==> config.mk <==
export PLATFORM = sky130hd
export DESIGN_NAME = fws_supervisor
export DESIGN_NICKNAME = d
export VERILOG_FILES = /design/src/design/fws_clip_det.v /design/src/design/fws_supervisor.v
export VERILOG_INCLUDE_DIRS = /design/src /design/src/design
export SDC_FILE = /design/constraint.sdc
export NUM_CORES = 1
export LEC_CHECK = 0
export BUFFER_PORTS_ARGS = -buffer_cell sky130_fd_sc_hd__buf_2
export CAP_MARGIN = 5
export CORE_MARGIN = 2
export CORE_UTILIZATION = 50
export DETAILED_ROUTE_END_ITERATION = 10
export PLACE_DENSITY = 0.69
export SETUP_SLACK_MARGIN = 0.3
export SYNTH_ARGS = -nofsm -noshare
export SYNTH_HDL_FRONTEND = slang
export SYNTH_SLANG_ARGS = --single-unit
==> constraint.sdc <==
create_clock -name i_clock -period 2.8 [get_ports i_clock]
set_input_delay 0.42 -clock i_clock [delete_from_list [all_inputs] [get_ports i_clock]]
set_output_delay 0.42 -clock i_clock [all_outputs]
set_load 0.1 [all_outputs]
==> src/design/fws_map.vh <==
/*
 * Register offsets, field positions, reset values and timing counts of the
 * fault and warning supervisor.
 * Assumes it is included by bare name from design files only.
 */
`ifndef FWS_MAP_VH
`define FWS_MAP_VH

// ***************************************************************
// Register offsets
// ***************************************************************
`define FWS_ADDR_MISC1 8'h01
`define FWS_ADDR_MISC3 8'h21
`define FWS_ADDR_CLIPCTL 8'h22
`define FWS_ADDR_CLIPWIN 8'h23
`define FWS_ADDR_ILIM_ST 8'h25
`define FWS_ADDR_FAULT_ST 8'h26
`define FWS_ADDR_CHAN_ST 8'h27
`define FWS_ADDR_WARN_ST 8'h28
`define FWS_ADDR_FAULT_MSK 8'h29
`define FWS_ADDR_WARN_MSK 8'h2a

// ***************************************************************
// Reset values
// ***************************************************************
`define FWS_RST_MISC1 8'h00
`define FWS_RST_MISC3 8'h00
`define FWS_RST_CLIPCTL 8'h00
`define FWS_RST_CLIPWIN 8'h14
`define FWS_RST_MASK 8'h00

// ***************************************************************
// Field positions
// ***************************************************************
`define FWS_M1_ILIM_LVL 4
`define FWS_M1_TWARN_LO 5
`define FWS_M1_TWARN_HI 6
`define FWS_M3_CLEAR 7
`define FWS_M3_AUTOREC 3
`define FWS_CC_NONLATCH 0
`define FWS_FS_BAT_UNDER 0
`define FWS_FS_STG_UNDER 1
`define FWS_FS_OVER 2
`define FWS_FS_CLK 3
`define FWS_FS_TSHUT 4
`define FWS_WS_POR 0
`define FWS_WS_CLIP 1
`define FWS_WS_TWARN 2
`define FWS_WS_ILIM 3
`define FWS_FM_VOLT 0
`define FWS_FM_CLK 1
`define FWS_FM_TSHUT 2
`define FWS_FM_OVERCUR 3
`define FWS_FM_DC 4
`define FWS_WM_CLIP 0
`define FWS_WM_TWARN 1
`define FWS_WM_ILIM 2

// ***************************************************************
// Timing
// ***************************************************************
`define FWS_CLK_MHZ 100
`define FWS_RAMP_MS 5
`define FWS_RAMP_CYCLES (`FWS_RAMP_MS * 1000 * `FWS_CLK_MHZ)
`define FWS_STBY_HOLD_MS 15

`endif

==> src/design/fws_clip_det.v <==
/*
 * Clip run detector for one channel: counts consecutive PWM clocks spent at
 * full modulation and flags once the run reaches the programmed window.
 * Assumes i_pwm_tick is a one-cycle pulse per PWM clock, synchronous to i_clock.
 */
`timescale 1ns/10ps

module fws_clip_det (
  input wire i_clock,
  input wire i_rst,
  input wire i_full_mod,
  input wire i_pwm_tick,
  input wire [7:0] i_window,
  output reg o_clip_run
);

  reg [7:0] run_q;
  reg [7:0] run_d;

  // Run length; saturates so a long clip never wraps back below the window
  always @* begin
    run_d = run_q;
    if (!i_full_mod) begin
      run_d = 8'h00;
    end else if (i_pwm_tick && (run_q != 8'hff)) begin
      run_d = run_q + 8'h01;
    end
  end

  // [RQ11] run reaches window
  always @(posedge i_clock) begin
    if (i_rst) begin
      run_q <= 8'h00;
      o_clip_run <= 1'b0;
    end else begin
      run_q <= run_d;
      o_clip_run <= i_full_mod && (run_d >= i_window);
    end
  end

endmodule

==> src/design/fws_supervisor.v <==
/*
 * Fault and warning supervisor of a four-channel class-D amplifier: latched
 * status, masked alert pins, mute/standby pins and the operating state.
 * Assumes all event inputs are levels synchronous to i_clock, i_rst is the
 * core power-on reset, and the serial bus front end turns transfers into
 * one-cycle register strobes.
 */
// What this block does
// [RQ1] Undervoltage on either high supply asserts fault alert and sets status.
// [RQ2] Power-on reset restores register defaults and releases the control bus.
// [RQ3] After power-on reset, the reset warning bit and warning alert are set.
// [RQ4] Output stage overvoltage asserts fault alert and sets its status bit.
// [RQ5] Host holds standby low at least 15 ms before removing supplies.
// [RQ6] Fault alert covers channel faults, shutdown, supply faults, clock errors.
// [RQ7] Fault alert stays latched until the clear-fault bit is written.
// [RQ8] Fault status bits stay set until the clear-fault bit is written.
// [RQ9] Fault masks gate only the alert pin; nothing masked after reset.
// [RQ10] Warning alert covers clipping, thermal warning, current limit, reset.
// [RQ11] Clip flagged after a programmable run of full-modulation PWM clocks.
// [RQ12] Latching clip status stays set until the clear-fault bit.
// [RQ13] Thermal warning is global or any channel; threshold in misc control one.
// [RQ14] Clip and thermal warning masks gate only the warning alert pin.
// [RQ15] Warning alert latches until the clear-fault bit is written.
// [RQ16] Mute pin low mutes all channels, high unmutes.
// [RQ17] Standby pin low shuts down, ramping outputs within 5 ms.
// [RQ18] Four states: standby, high impedance, mute, play.
// [RQ19] Reset forces standby; supply faults and shutdown force high impedance.
// [RQ20] In mute/play, overcurrent or DC offset puts that channel in high impedance.
// [RQ21] Non-latching clip follows full modulation directly.
// [RQ22] Clear-fault is a pulse clearing latches whose cause has gone.
`timescale 1ns/10ps
`include "fws_map.vh"

module fws_supervisor #(
  parameter RAMP_CYCLES = `FWS_RAMP_CYCLES
) (
  input wire i_clock,
  input wire i_rst,
  input wire i_reg_wr,
  input wire i_reg_rd,
  input wire [7:0] i_reg_addr,
  input wire [7:0] i_reg_wdata,
  output reg [7:0] o_reg_rdata,
  output reg o_bus_hiz,
  input wire i_bat_undervoltage_event,
  input wire i_stage_undervoltage_event,
  input wire i_overvoltage_event,
  input wire i_clock_error,
  input wire i_overtemp_shutdown,
  input wire i_overtemp_warning,
  input wire [3:0] i_chan_overtemp_warning,
  input wire [3:0] i_current_limit_warning,
  input wire [3:0] i_chan_overcurrent,
  input wire [3:0] i_chan_dc_offset,
  input wire [3:0] i_chan_full_mod,
  input wire i_pwm_tick,
  input wire i_mute_n,
  input wire i_standby_n,
  output wire o_fault_out,
  output reg o_fault_oe_n,
  output wire o_warn_out,
  output reg o_warn_oe_n,
  output reg [3:0] o_state,
  output reg o_osc_run,
  output reg o_ramp_down,
  output reg [3:0] o_chan_hiz,
  output reg [1:0] o_overtemp_warning_threshold,
  output reg o_current_limit_level
);

  // ***************************************************************
  // States
  // ***************************************************************
  localparam [3:0] ST_STBY = 4'b0001;
  localparam [3:0] ST_HIZ = 4'b0010;
  localparam [3:0] ST_MUTE = 4'b0100;
  localparam [3:0] ST_PLAY = 4'b1000;
  localparam [18:0] RAMP_LAST = RAMP_CYCLES[18:0] - 19'h00001;

  // ***************************************************************
  // Registers
  // ***************************************************************
  reg [7:0] misc1_q;
  reg [7:0] misc3_q;
  reg [7:0] clipctl_q;
  reg [7:0] clipwin_q;
  reg [7:0] fmask_q;
  reg [7:0] wmask_q;
  reg [4:0] fstat_q;
  reg [7:0] chan_q;
  reg [3:0] ilim_q;
  reg [3:0] cotw_q;
  reg por_q;
  reg clip_q;
  reg twarn_q;
  reg fault_lat_q;
  reg warn_lat_q;
  reg tshut_hold_q;
  reg [3:0] state_q;
  reg [3:0] state_d;
  reg [18:0] ramp_q;
  reg [18:0] ramp_d;
  wire [3:0] clip_run;
  wire clear;
  wire active;
  wire play_mute;
  wire [4:0] fcond;
  wire [7:0] ccond;
  wire any_clip;
  wire twarn_now;
  wire fault_now;
  wire warn_now;
  wire force_hiz;

  // [RQ22] one-cycle clear pulse
  assign clear = i_reg_wr && (i_reg_addr == `FWS_ADDR_MISC3) &&
                 i_reg_wdata[`FWS_M3_CLEAR];

  // Supply and thermal faults are monitored outside standby only
  assign active = !state_q[0];
  assign play_mute = state_q[2] | state_q[3];

  // ***************************************************************
  // Clip detection, one detector per channel
  // ***************************************************************
  genvar ch;
  generate
    for (ch = 0; ch < 4; ch = ch + 1) begin : g_clip
      fws_clip_det u_clip (
        .i_clock(i_clock),
        .i_rst(i_rst),
        .i_full_mod(i_chan_full_mod[ch]),
        .i_pwm_tick(i_pwm_tick),
        .i_window(clipwin_q),
        .o_clip_run(clip_run[ch])
      );
    end
  endgenerate

  // [RQ20] clipping only watched in mute and play
  // [RQ21] non-latching mode follows full modulation
  assign any_clip = play_mute && (clipctl_q[`FWS_CC_NONLATCH] ?
                    (|i_chan_full_mod) : (|clip_run));

  // [RQ13] global or any channel warning
  assign twarn_now = active && (i_overtemp_warning || (|i_chan_overtemp_warning));

  // Live fault conditions in status bit order
  // [RQ1] either supply undervoltage
  // [RQ4] output stage overvoltage
  assign fcond = {i_overtemp_shutdown, i_clock_error, i_overvoltage_event,
                  i_stage_undervoltage_event, i_bat_undervoltage_event} &
                 {5{active}};
  assign ccond = {i_chan_dc_offset, i_chan_overcurrent} & {8{play_mute}};

  // [RQ6] fault categories gated by masks
  // [RQ9] masks reach only the pin
  assign fault_now =
    ((fcond[`FWS_FS_BAT_UNDER] | fcond[`FWS_FS_STG_UNDER] | fcond[`FWS_FS_OVER]) &
     !fmask_q[`FWS_FM_VOLT]) |
    (fcond[`FWS_FS_CLK] & !fmask_q[`FWS_FM_CLK]) |
    (fcond[`FWS_FS_TSHUT] & !fmask_q[`FWS_FM_TSHUT]) |
    ((|ccond[3:0]) & !fmask_q[`FWS_FM_OVERCUR]) |
    ((|ccond[7:4]) & !fmask_q[`FWS_FM_DC]);

  // [RQ10] warning categories
  // [RQ14] clip and thermal masks reach only the pin
  assign warn_now = (any_clip & !wmask_q[`FWS_WM_CLIP]) |
                    (twarn_now & !wmask_q[`FWS_WM_TWARN]) |
                    ((|i_current_limit_warning) & play_mute & !wmask_q[`FWS_WM_ILIM]);

  // [RQ19] supply faults and shutdown force high impedance
  assign force_hiz = (|fcond[2:0]) | tshut_hold_q;

  // ***************************************************************
  // Control registers and latched status
  // ***************************************************************
  // [RQ2] every register back to default on reset
  always @(posedge i_clock) begin
    if (i_rst) begin
      misc1_q <= `FWS_RST_MISC1;
      misc3_q <= `FWS_RST_MISC3;
      clipctl_q <= `FWS_RST_CLIPCTL;
      clipwin_q <= `FWS_RST_CLIPWIN;
      fmask_q <= `FWS_RST_MASK;
      wmask_q <= `FWS_RST_MASK;
    end else if (i_reg_wr) begin
      case (i_reg_addr)
        `FWS_ADDR_MISC1: misc1_q <= i_reg_wdata;
        // Clear bit is never stored, so it reads back as zero
        `FWS_ADDR_MISC3: misc3_q <= i_reg_wdata & 8'h7f;
        `FWS_ADDR_CLIPCTL: clipctl_q <= i_reg_wdata;
        `FWS_ADDR_CLIPWIN: clipwin_q <= i_reg_wdata;
        `FWS_ADDR_FAULT_MSK: fmask_q <= i_reg_wdata;
        `FWS_ADDR_WARN_MSK: wmask_q <= i_reg_wdata;
        default: misc1_q <= misc1_q;
      endcase
    end
  end

  // Set beats clear everywhere, so an event in the clear cycle is never lost
  always @(posedge i_clock) begin
    if (i_rst) begin
      fstat_q <= 5'h00;
      chan_q <= 8'h00;
      ilim_q <= 4'h0;
      cotw_q <= 4'h0;
      // [RQ3] reset warning set at power-up
      por_q <= 1'b1;
      clip_q <= 1'b0;
      twarn_q <= 1'b0;
      fault_lat_q <= 1'b0;
      warn_lat_q <= 1'b1;
      tshut_hold_q <= 1'b0;
    end else begin
      // [RQ8] sticky fault status
      fstat_q <= fcond | (fstat_q & {5{!clear}});
      chan_q <= ccond | (chan_q & {8{!clear}});
      ilim_q <= (i_current_limit_warning & {4{play_mute}}) | (ilim_q & {4{!clear}});
      cotw_q <= (i_chan_overtemp_warning & {4{active}}) | (cotw_q & {4{!clear}});
      por_q <= por_q & !clear;
      // [RQ12] latching clip status; non-latching follows live
      if (clipctl_q[`FWS_CC_NONLATCH]) begin
        clip_q <= any_clip;
      end else begin
        clip_q <= any_clip | (clip_q & !clear);
      end
      twarn_q <= (active && i_overtemp_warning) | (twarn_q & !clear);
      // [RQ7] fault alert latch
      fault_lat_q <= fault_now | (fault_lat_q & !clear);
      // [RQ15] warning alert latch
      warn_lat_q <= warn_now | (warn_lat_q & !clear);
      // Shutdown holds unless auto-recovery lets it follow temperature
      if (misc3_q[`FWS_M3_AUTOREC]) begin
        tshut_hold_q <= fcond[`FWS_FS_TSHUT];
      end else begin
        tshut_hold_q <= fcond[`FWS_FS_TSHUT] | (tshut_hold_q & !clear);
      end
    end
  end

  // ***************************************************************
  // Operating state
  // ***************************************************************
  // [RQ18] four states with ramp before standby from mute or play
  always @* begin
    state_d = state_q;
    ramp_d = 19'h00000;
    case (state_q)
      ST_STBY: begin
        if (i_standby_n) begin
          state_d = ST_HIZ;
        end
      end
      ST_HIZ: begin
        if (!i_standby_n) begin
          state_d = ST_STBY;
        end else if (!force_hiz) begin
          state_d = i_mute_n ? ST_PLAY : ST_MUTE;
        end
      end
      ST_MUTE, ST_PLAY: begin
        // [RQ17] ramp down before standby
        if (!i_standby_n) begin
          ramp_d = ramp_q + 19'h00001;
          if (ramp_q == RAMP_LAST) begin
            state_d = ST_STBY;
            ramp_d = 19'h00000;
          end
        end else if (force_hiz) begin
          state_d = ST_HIZ;
        end else begin
          // [RQ16] mute pin selects mute or play for all channels
          state_d = i_mute_n ? ST_PLAY : ST_MUTE;
        end
      end
      default: state_d = ST_STBY;
    endcase
  end

  // [RQ19] reset forces standby
  always @(posedge i_clock) begin
    if (i_rst) begin
      state_q <= ST_STBY;
      ramp_q <= 19'h00000;
    end else begin
      state_q <= state_d;
      ramp_q <= ramp_d;
    end
  end

  // ***************************************************************
  // Outputs
  // ***************************************************************
  // Open-drain pins only ever drive low
  assign o_fault_out = 1'b0;
  assign o_warn_out = 1'b0;

  always @(posedge i_clock) begin
    if (i_rst) begin
      o_fault_oe_n <= 1'b1;
      o_warn_oe_n <= 1'b1;
      o_state <= ST_STBY;
      o_osc_run <= 1'b0;
      o_ramp_down <= 1'b0;
      o_chan_hiz <= 4'hf;
      o_overtemp_warning_threshold <= 2'b00;
      o_current_limit_level <= 1'b0;
      o_bus_hiz <= 1'b1;
    end else begin
      // [RQ6] fault pin follows its latch
      o_fault_oe_n <= !(fault_now | (fault_lat_q & !clear));
      // [RQ10] warning pin follows its latch
      o_warn_oe_n <= !(warn_now | (warn_lat_q & !clear));
      o_state <= state_d;
      o_osc_run <= !state_d[0];
      o_ramp_down <= (state_d[2] | state_d[3]) & !i_standby_n;
      // [RQ20] channel fault holds that channel in high impedance
      o_chan_hiz <= ~{4{state_d[2] | state_d[3]}} |
                    ccond[3:0] | ccond[7:4] | ((chan_q[3:0] | chan_q[7:4]) & {4{!clear}});
      o_overtemp_warning_threshold <= misc1_q[`FWS_M1_TWARN_HI:`FWS_M1_TWARN_LO];
      o_current_limit_level <= misc1_q[`FWS_M1_ILIM_LVL];
      // [RQ2] bus released while in reset
      o_bus_hiz <= 1'b0;
    end
  end

  // Read data registered on the read strobe; unmapped reads as zero
  always @(posedge i_clock) begin
    if (i_rst) begin
      o_reg_rdata <= 8'h00;
    end else if (i_reg_rd) begin
      case (i_reg_addr)
        `FWS_ADDR_MISC1: o_reg_rdata <= misc1_q;
        `FWS_ADDR_MISC3: o_reg_rdata <= misc3_q;
        `FWS_ADDR_CLIPCTL: o_reg_rdata <= clipctl_q;
        `FWS_ADDR_CLIPWIN: o_reg_rdata <= clipwin_q;
        `FWS_ADDR_ILIM_ST: o_reg_rdata <= {4'h0, ilim_q};
        `FWS_ADDR_FAULT_ST: o_reg_rdata <= {3'b000, fstat_q};
        `FWS_ADDR_CHAN_ST: o_reg_rdata <= chan_q;
        `FWS_ADDR_WARN_ST: o_reg_rdata <= {cotw_q, |ilim_q, twarn_q, clip_q, por_q};
        `FWS_ADDR_FAULT_MSK: o_reg_rdata <= fmask_q;
        `FWS_ADDR_WARN_MSK: o_reg_rdata <= wmask_q;
        default: o_reg_rdata <= 8'h00;
      endcase
    end
  end

endmodule

==> impl_metrics.json <==
{
  "timing.final.crit_share_pct": 84.6,
  "grt_usage_pct": 23.8,
  "dieArea_sq_mm": 0.0161,
  "path_clk_slew_ps": 60,
  "worst_setup_path_start_kind": "flip-flop",
  "finalSetupTns_ps": 0,
  "drt-initial-drc-count": 530,
  "ys.flop_type": "dfxtp_1",
  "syn_area_per_cell_sq_um": 8.81,
  "dpl.hpwl_mm": 13.5,
  "grt_pass1_wl_mm": 30.7,
  "setup_viol": 0,
  "fp.coreArea_sq_mm": 0.0146,
  "rsz0062_at_grt": "true",
  "cts_buffers": 17,
  "clock.fmax_mhz": 422,
  "hold_path_depth": 3,
  "r2r_start": "g_clip[0].u_clip.run_q[0]",
  "rows": 44,
  "async_flop_share_pct": 0,
  "totalWireLength_mm": 18.8,
  "cp-end-kind": "flip-flop",
  "vdd_drop_max_v": 0.000485,
  "cts_tree": "done",
  "power.density_mw_per_mm2": 552,
  "clock_sinks": 153,
  "tightest_slew_ps": 727,
  "synthesis.instances": 856,
  "clockBufferDepth": 2,
  "via_count": 6450,
  "synth_area_leaders": "dfxtp_1 41%, mux2i_1 8.9%, nor2_1 7.3%",
  "design.final.nets": 1010,
  "io_pins": 75,
  "syn_to_final_growth_pct": 14.6,
  "ys_types": 61,
  "grt_max_degree": 45,
  "n_fill_cell": 1369,
  "diodes": 0,
  "cts_setup_buffers": 0,
  "ant_nets": 0,
  "r2r_slack_ps": 430,
  "clk-insertion-delay-late_ps": 430,
  "synth-edff-count": 0,
  "critPathArrivalTime_ps": 2650,
  "start_util_pct": 51.5,
  "synth_area_sq_mm": 0.00754,
  "drive_above_1_share_pct": 13.6,
  "synth-seq-area-share_pct": 40.6,
  "port_buffers": 72,
  "root_buffer": "clkbuf_16",
  "antenna_found_initial": 0,
  "drtPass1Iterations": 5,
  "synthTopCellsByCount": "153 x dfxtp_1, 146 x nor2_1, 67 x mux2i_1",
  "synth_most_common_cell": "dfxtp_1",
  "crit_required_ps": 3080,
  "drv_cap": 0,
  "via_per_inst": 5.76,
  "synth_top_cell_area_share_pct": 40.6,
  "yosysTopAreaCell": "dfxtp_1",
  "p_leak_nw": 3.75,
  "h-tree-depth": 4,
  "finalWeightedCongestion": 0.946,
  "critPathMaxFanout": 4,
  "r2r_cells": 9,
  "grt_pass1_vias": 6001,
  "wl_per_cell_um": 16.8,
  "fin_area_sq_mm": 0.00864,
  "ys_ff_latch": 153,
  "hold_viol": 0,
  "drv_slew": 0,
  "place_area_sq_mm": 0.00808,
  "fin_crit_ps": 2370,
  "relSlewSlack_pct": 51.3,
  "die_w_um": 127,
  "fin_skew_ps": 6.64,
  "worstReg2RegEnd": "g_clip[0].u_clip.o_clip_run",
  "timing_worst_setup_path_type": "reg2reg",
  "drc": 0,
  "hold_ws_ps": 246,
  "fp.dieH_um": 127,
  "gr-total-overflow": 0,
  "run_status": "complete, no violations",
  "min_path_type": "in2reg",
  "utilization_pct": 59.0,
  "min_delay_worst_endpoint": "ilim_q[1]",
  "yosysWarnings": 0,
  "hp-start": "i_current_limit_warning[1]"
}
-- sequential cells by signal, indices dropped and copies added, names as in the netlist, 2 cells and up --
register / count
g_clip.u_clip.run_q: 32
ramp_q: 19
chan_q: 8
clipctl_q: 8
clipwin_q: 8
fmask_q: 8
misc1_q: 8
o_reg_rdata: 8
wmask_q: 8
misc3_q: 7
fstat_q: 5
cotw_q: 4
g_clip.u_clip.o_clip_run: 4
ilim_q: 4
o_chan_hiz: 4
o_state: 4
o_overtemp_warning_threshold: 2
-- critical path: stages, from the launching register on --
cell       delay (ps)
dfxtp_1           380
ha_1              210
nand3_1            90
o21ai_2           220
nor3_1            100
xnor2_1           220
nor2_1             80
ha_1              330
a2111oi_1         440
a31oi_1           160
-- cells in the final DEF, fill, tap and decap left out, types with 3 or more instances in the layout --
cell type    n
a2111oi_0    5
a211oi_1     3
a21boi_0     3
a21oi_1     20
a22o_1       5
a22oi_1     29
a31oi_1      6
a32o_1       3
and2_1      12
and3_1      15
and4_1       7
buf_2       72
buf_4       13
clkbuf_16   17
clkinv_2     5
dfxtp_1    153
ha_1        37
inv_1       21
mux2_2       6
mux2i_1     67
nand2_1     54
nand2b_1    11
nand3_1     37
nand3b_1     6
nand4_1     13
nor2_1     146
nor2b_1     22
nor3_1      13
nor4_1       7
o2111ai_1    4
o211ai_1     3
o21a_1       6
o21ai_0     25
o221ai_1     5
or3_1        4
xnor2_1     17
xor2_1      17
-- logic make-up (layout without fill, tap and decap cells) --
logic type | after synthesis | count (layout) | synth area share, %
and+or+nand+nor | 359 | 359 | 23.3
DFF | 153 | 153 | 40.6
AOI/OAI and AO/OA | 139 | 139 | 12.9
adders and majority gates | 38 | 38 | 6.27
other | 1 | 2 | 0.0497
xor gates and xnor gates | 34 | 34 | 3.95
buffers and inverters | 59 | 137 | 3.18
muxes | 73 | 73 | 9.78
-- what timing repair did --
action                                  4_1_cts  5_1_grt
endpoints found under the setup margin        1        2
gates resized for setup                       2        2
hold buffers                                  0        0
-- metrics by stage --
stage	power [mW]	instances	worst slack (ps)
after floorplan	2.48	857	481
after global placement	2.60	1089	392
after detailed placement	2.60	1089	330
after CTS	4.80	1119	342
after global routing	4.92	1119	235
final	4.77	1119	430
-- power breakdown --
group | internal (mW) | total, mW | switching [mW]
logic | 0.100 | 0.336 | 0.236
registers | 2.20 | 2.22 | 0.0198
clock network | 1.34 | 2.22 | 0.877
total | 3.64 | 4.77 | 1.13
-- per-layer routing --
layer | vias to the layer above | track usage [%] | share of wire, %
met5 | - | 0 | 0
met4 | 0 | 8.53 | 2.6
met3 | 35 | 4.51 | 4.5
met2 | 174 | 37.6 | 46
met1 | 3058 | 32.7 | 47
li1 | 3183 | - | -
-- worst max-delay path by stage --
stage	cells past startpoint	to	from
finish	9	g_clip[0].u_clip.o_clip_run	g_clip[0].u_clip.run_q[0]
global route	9	g_clip[0].u_clip.o_clip_run	g_clip[0].u_clip.run_q[0]
CTS	9	g_clip[0].u_clip.o_clip_run	g_clip[0].u_clip.run_q[0]
detailed placement	9	g_clip[3].u_clip.o_clip_run	i_pwm_tick
global placement	9	g_clip[3].u_clip.o_clip_run	i_pwm_tick
floorplan	7	o_chan_hiz[0]	o_state[2]
-- area by class of cell --
type	count	area [sq um]	share of cell area, %
clock buffers	21	460	5.33
clock inverters	9	100	1.16
flip-flops and latches	153	3060	35.4
well taps	184	230	2.66
multi-input cells	645	4250	49.2
repair buffers	85	458	5.30
inverters	22	82.6	0.955
Power figures use the tool's default switching activity.
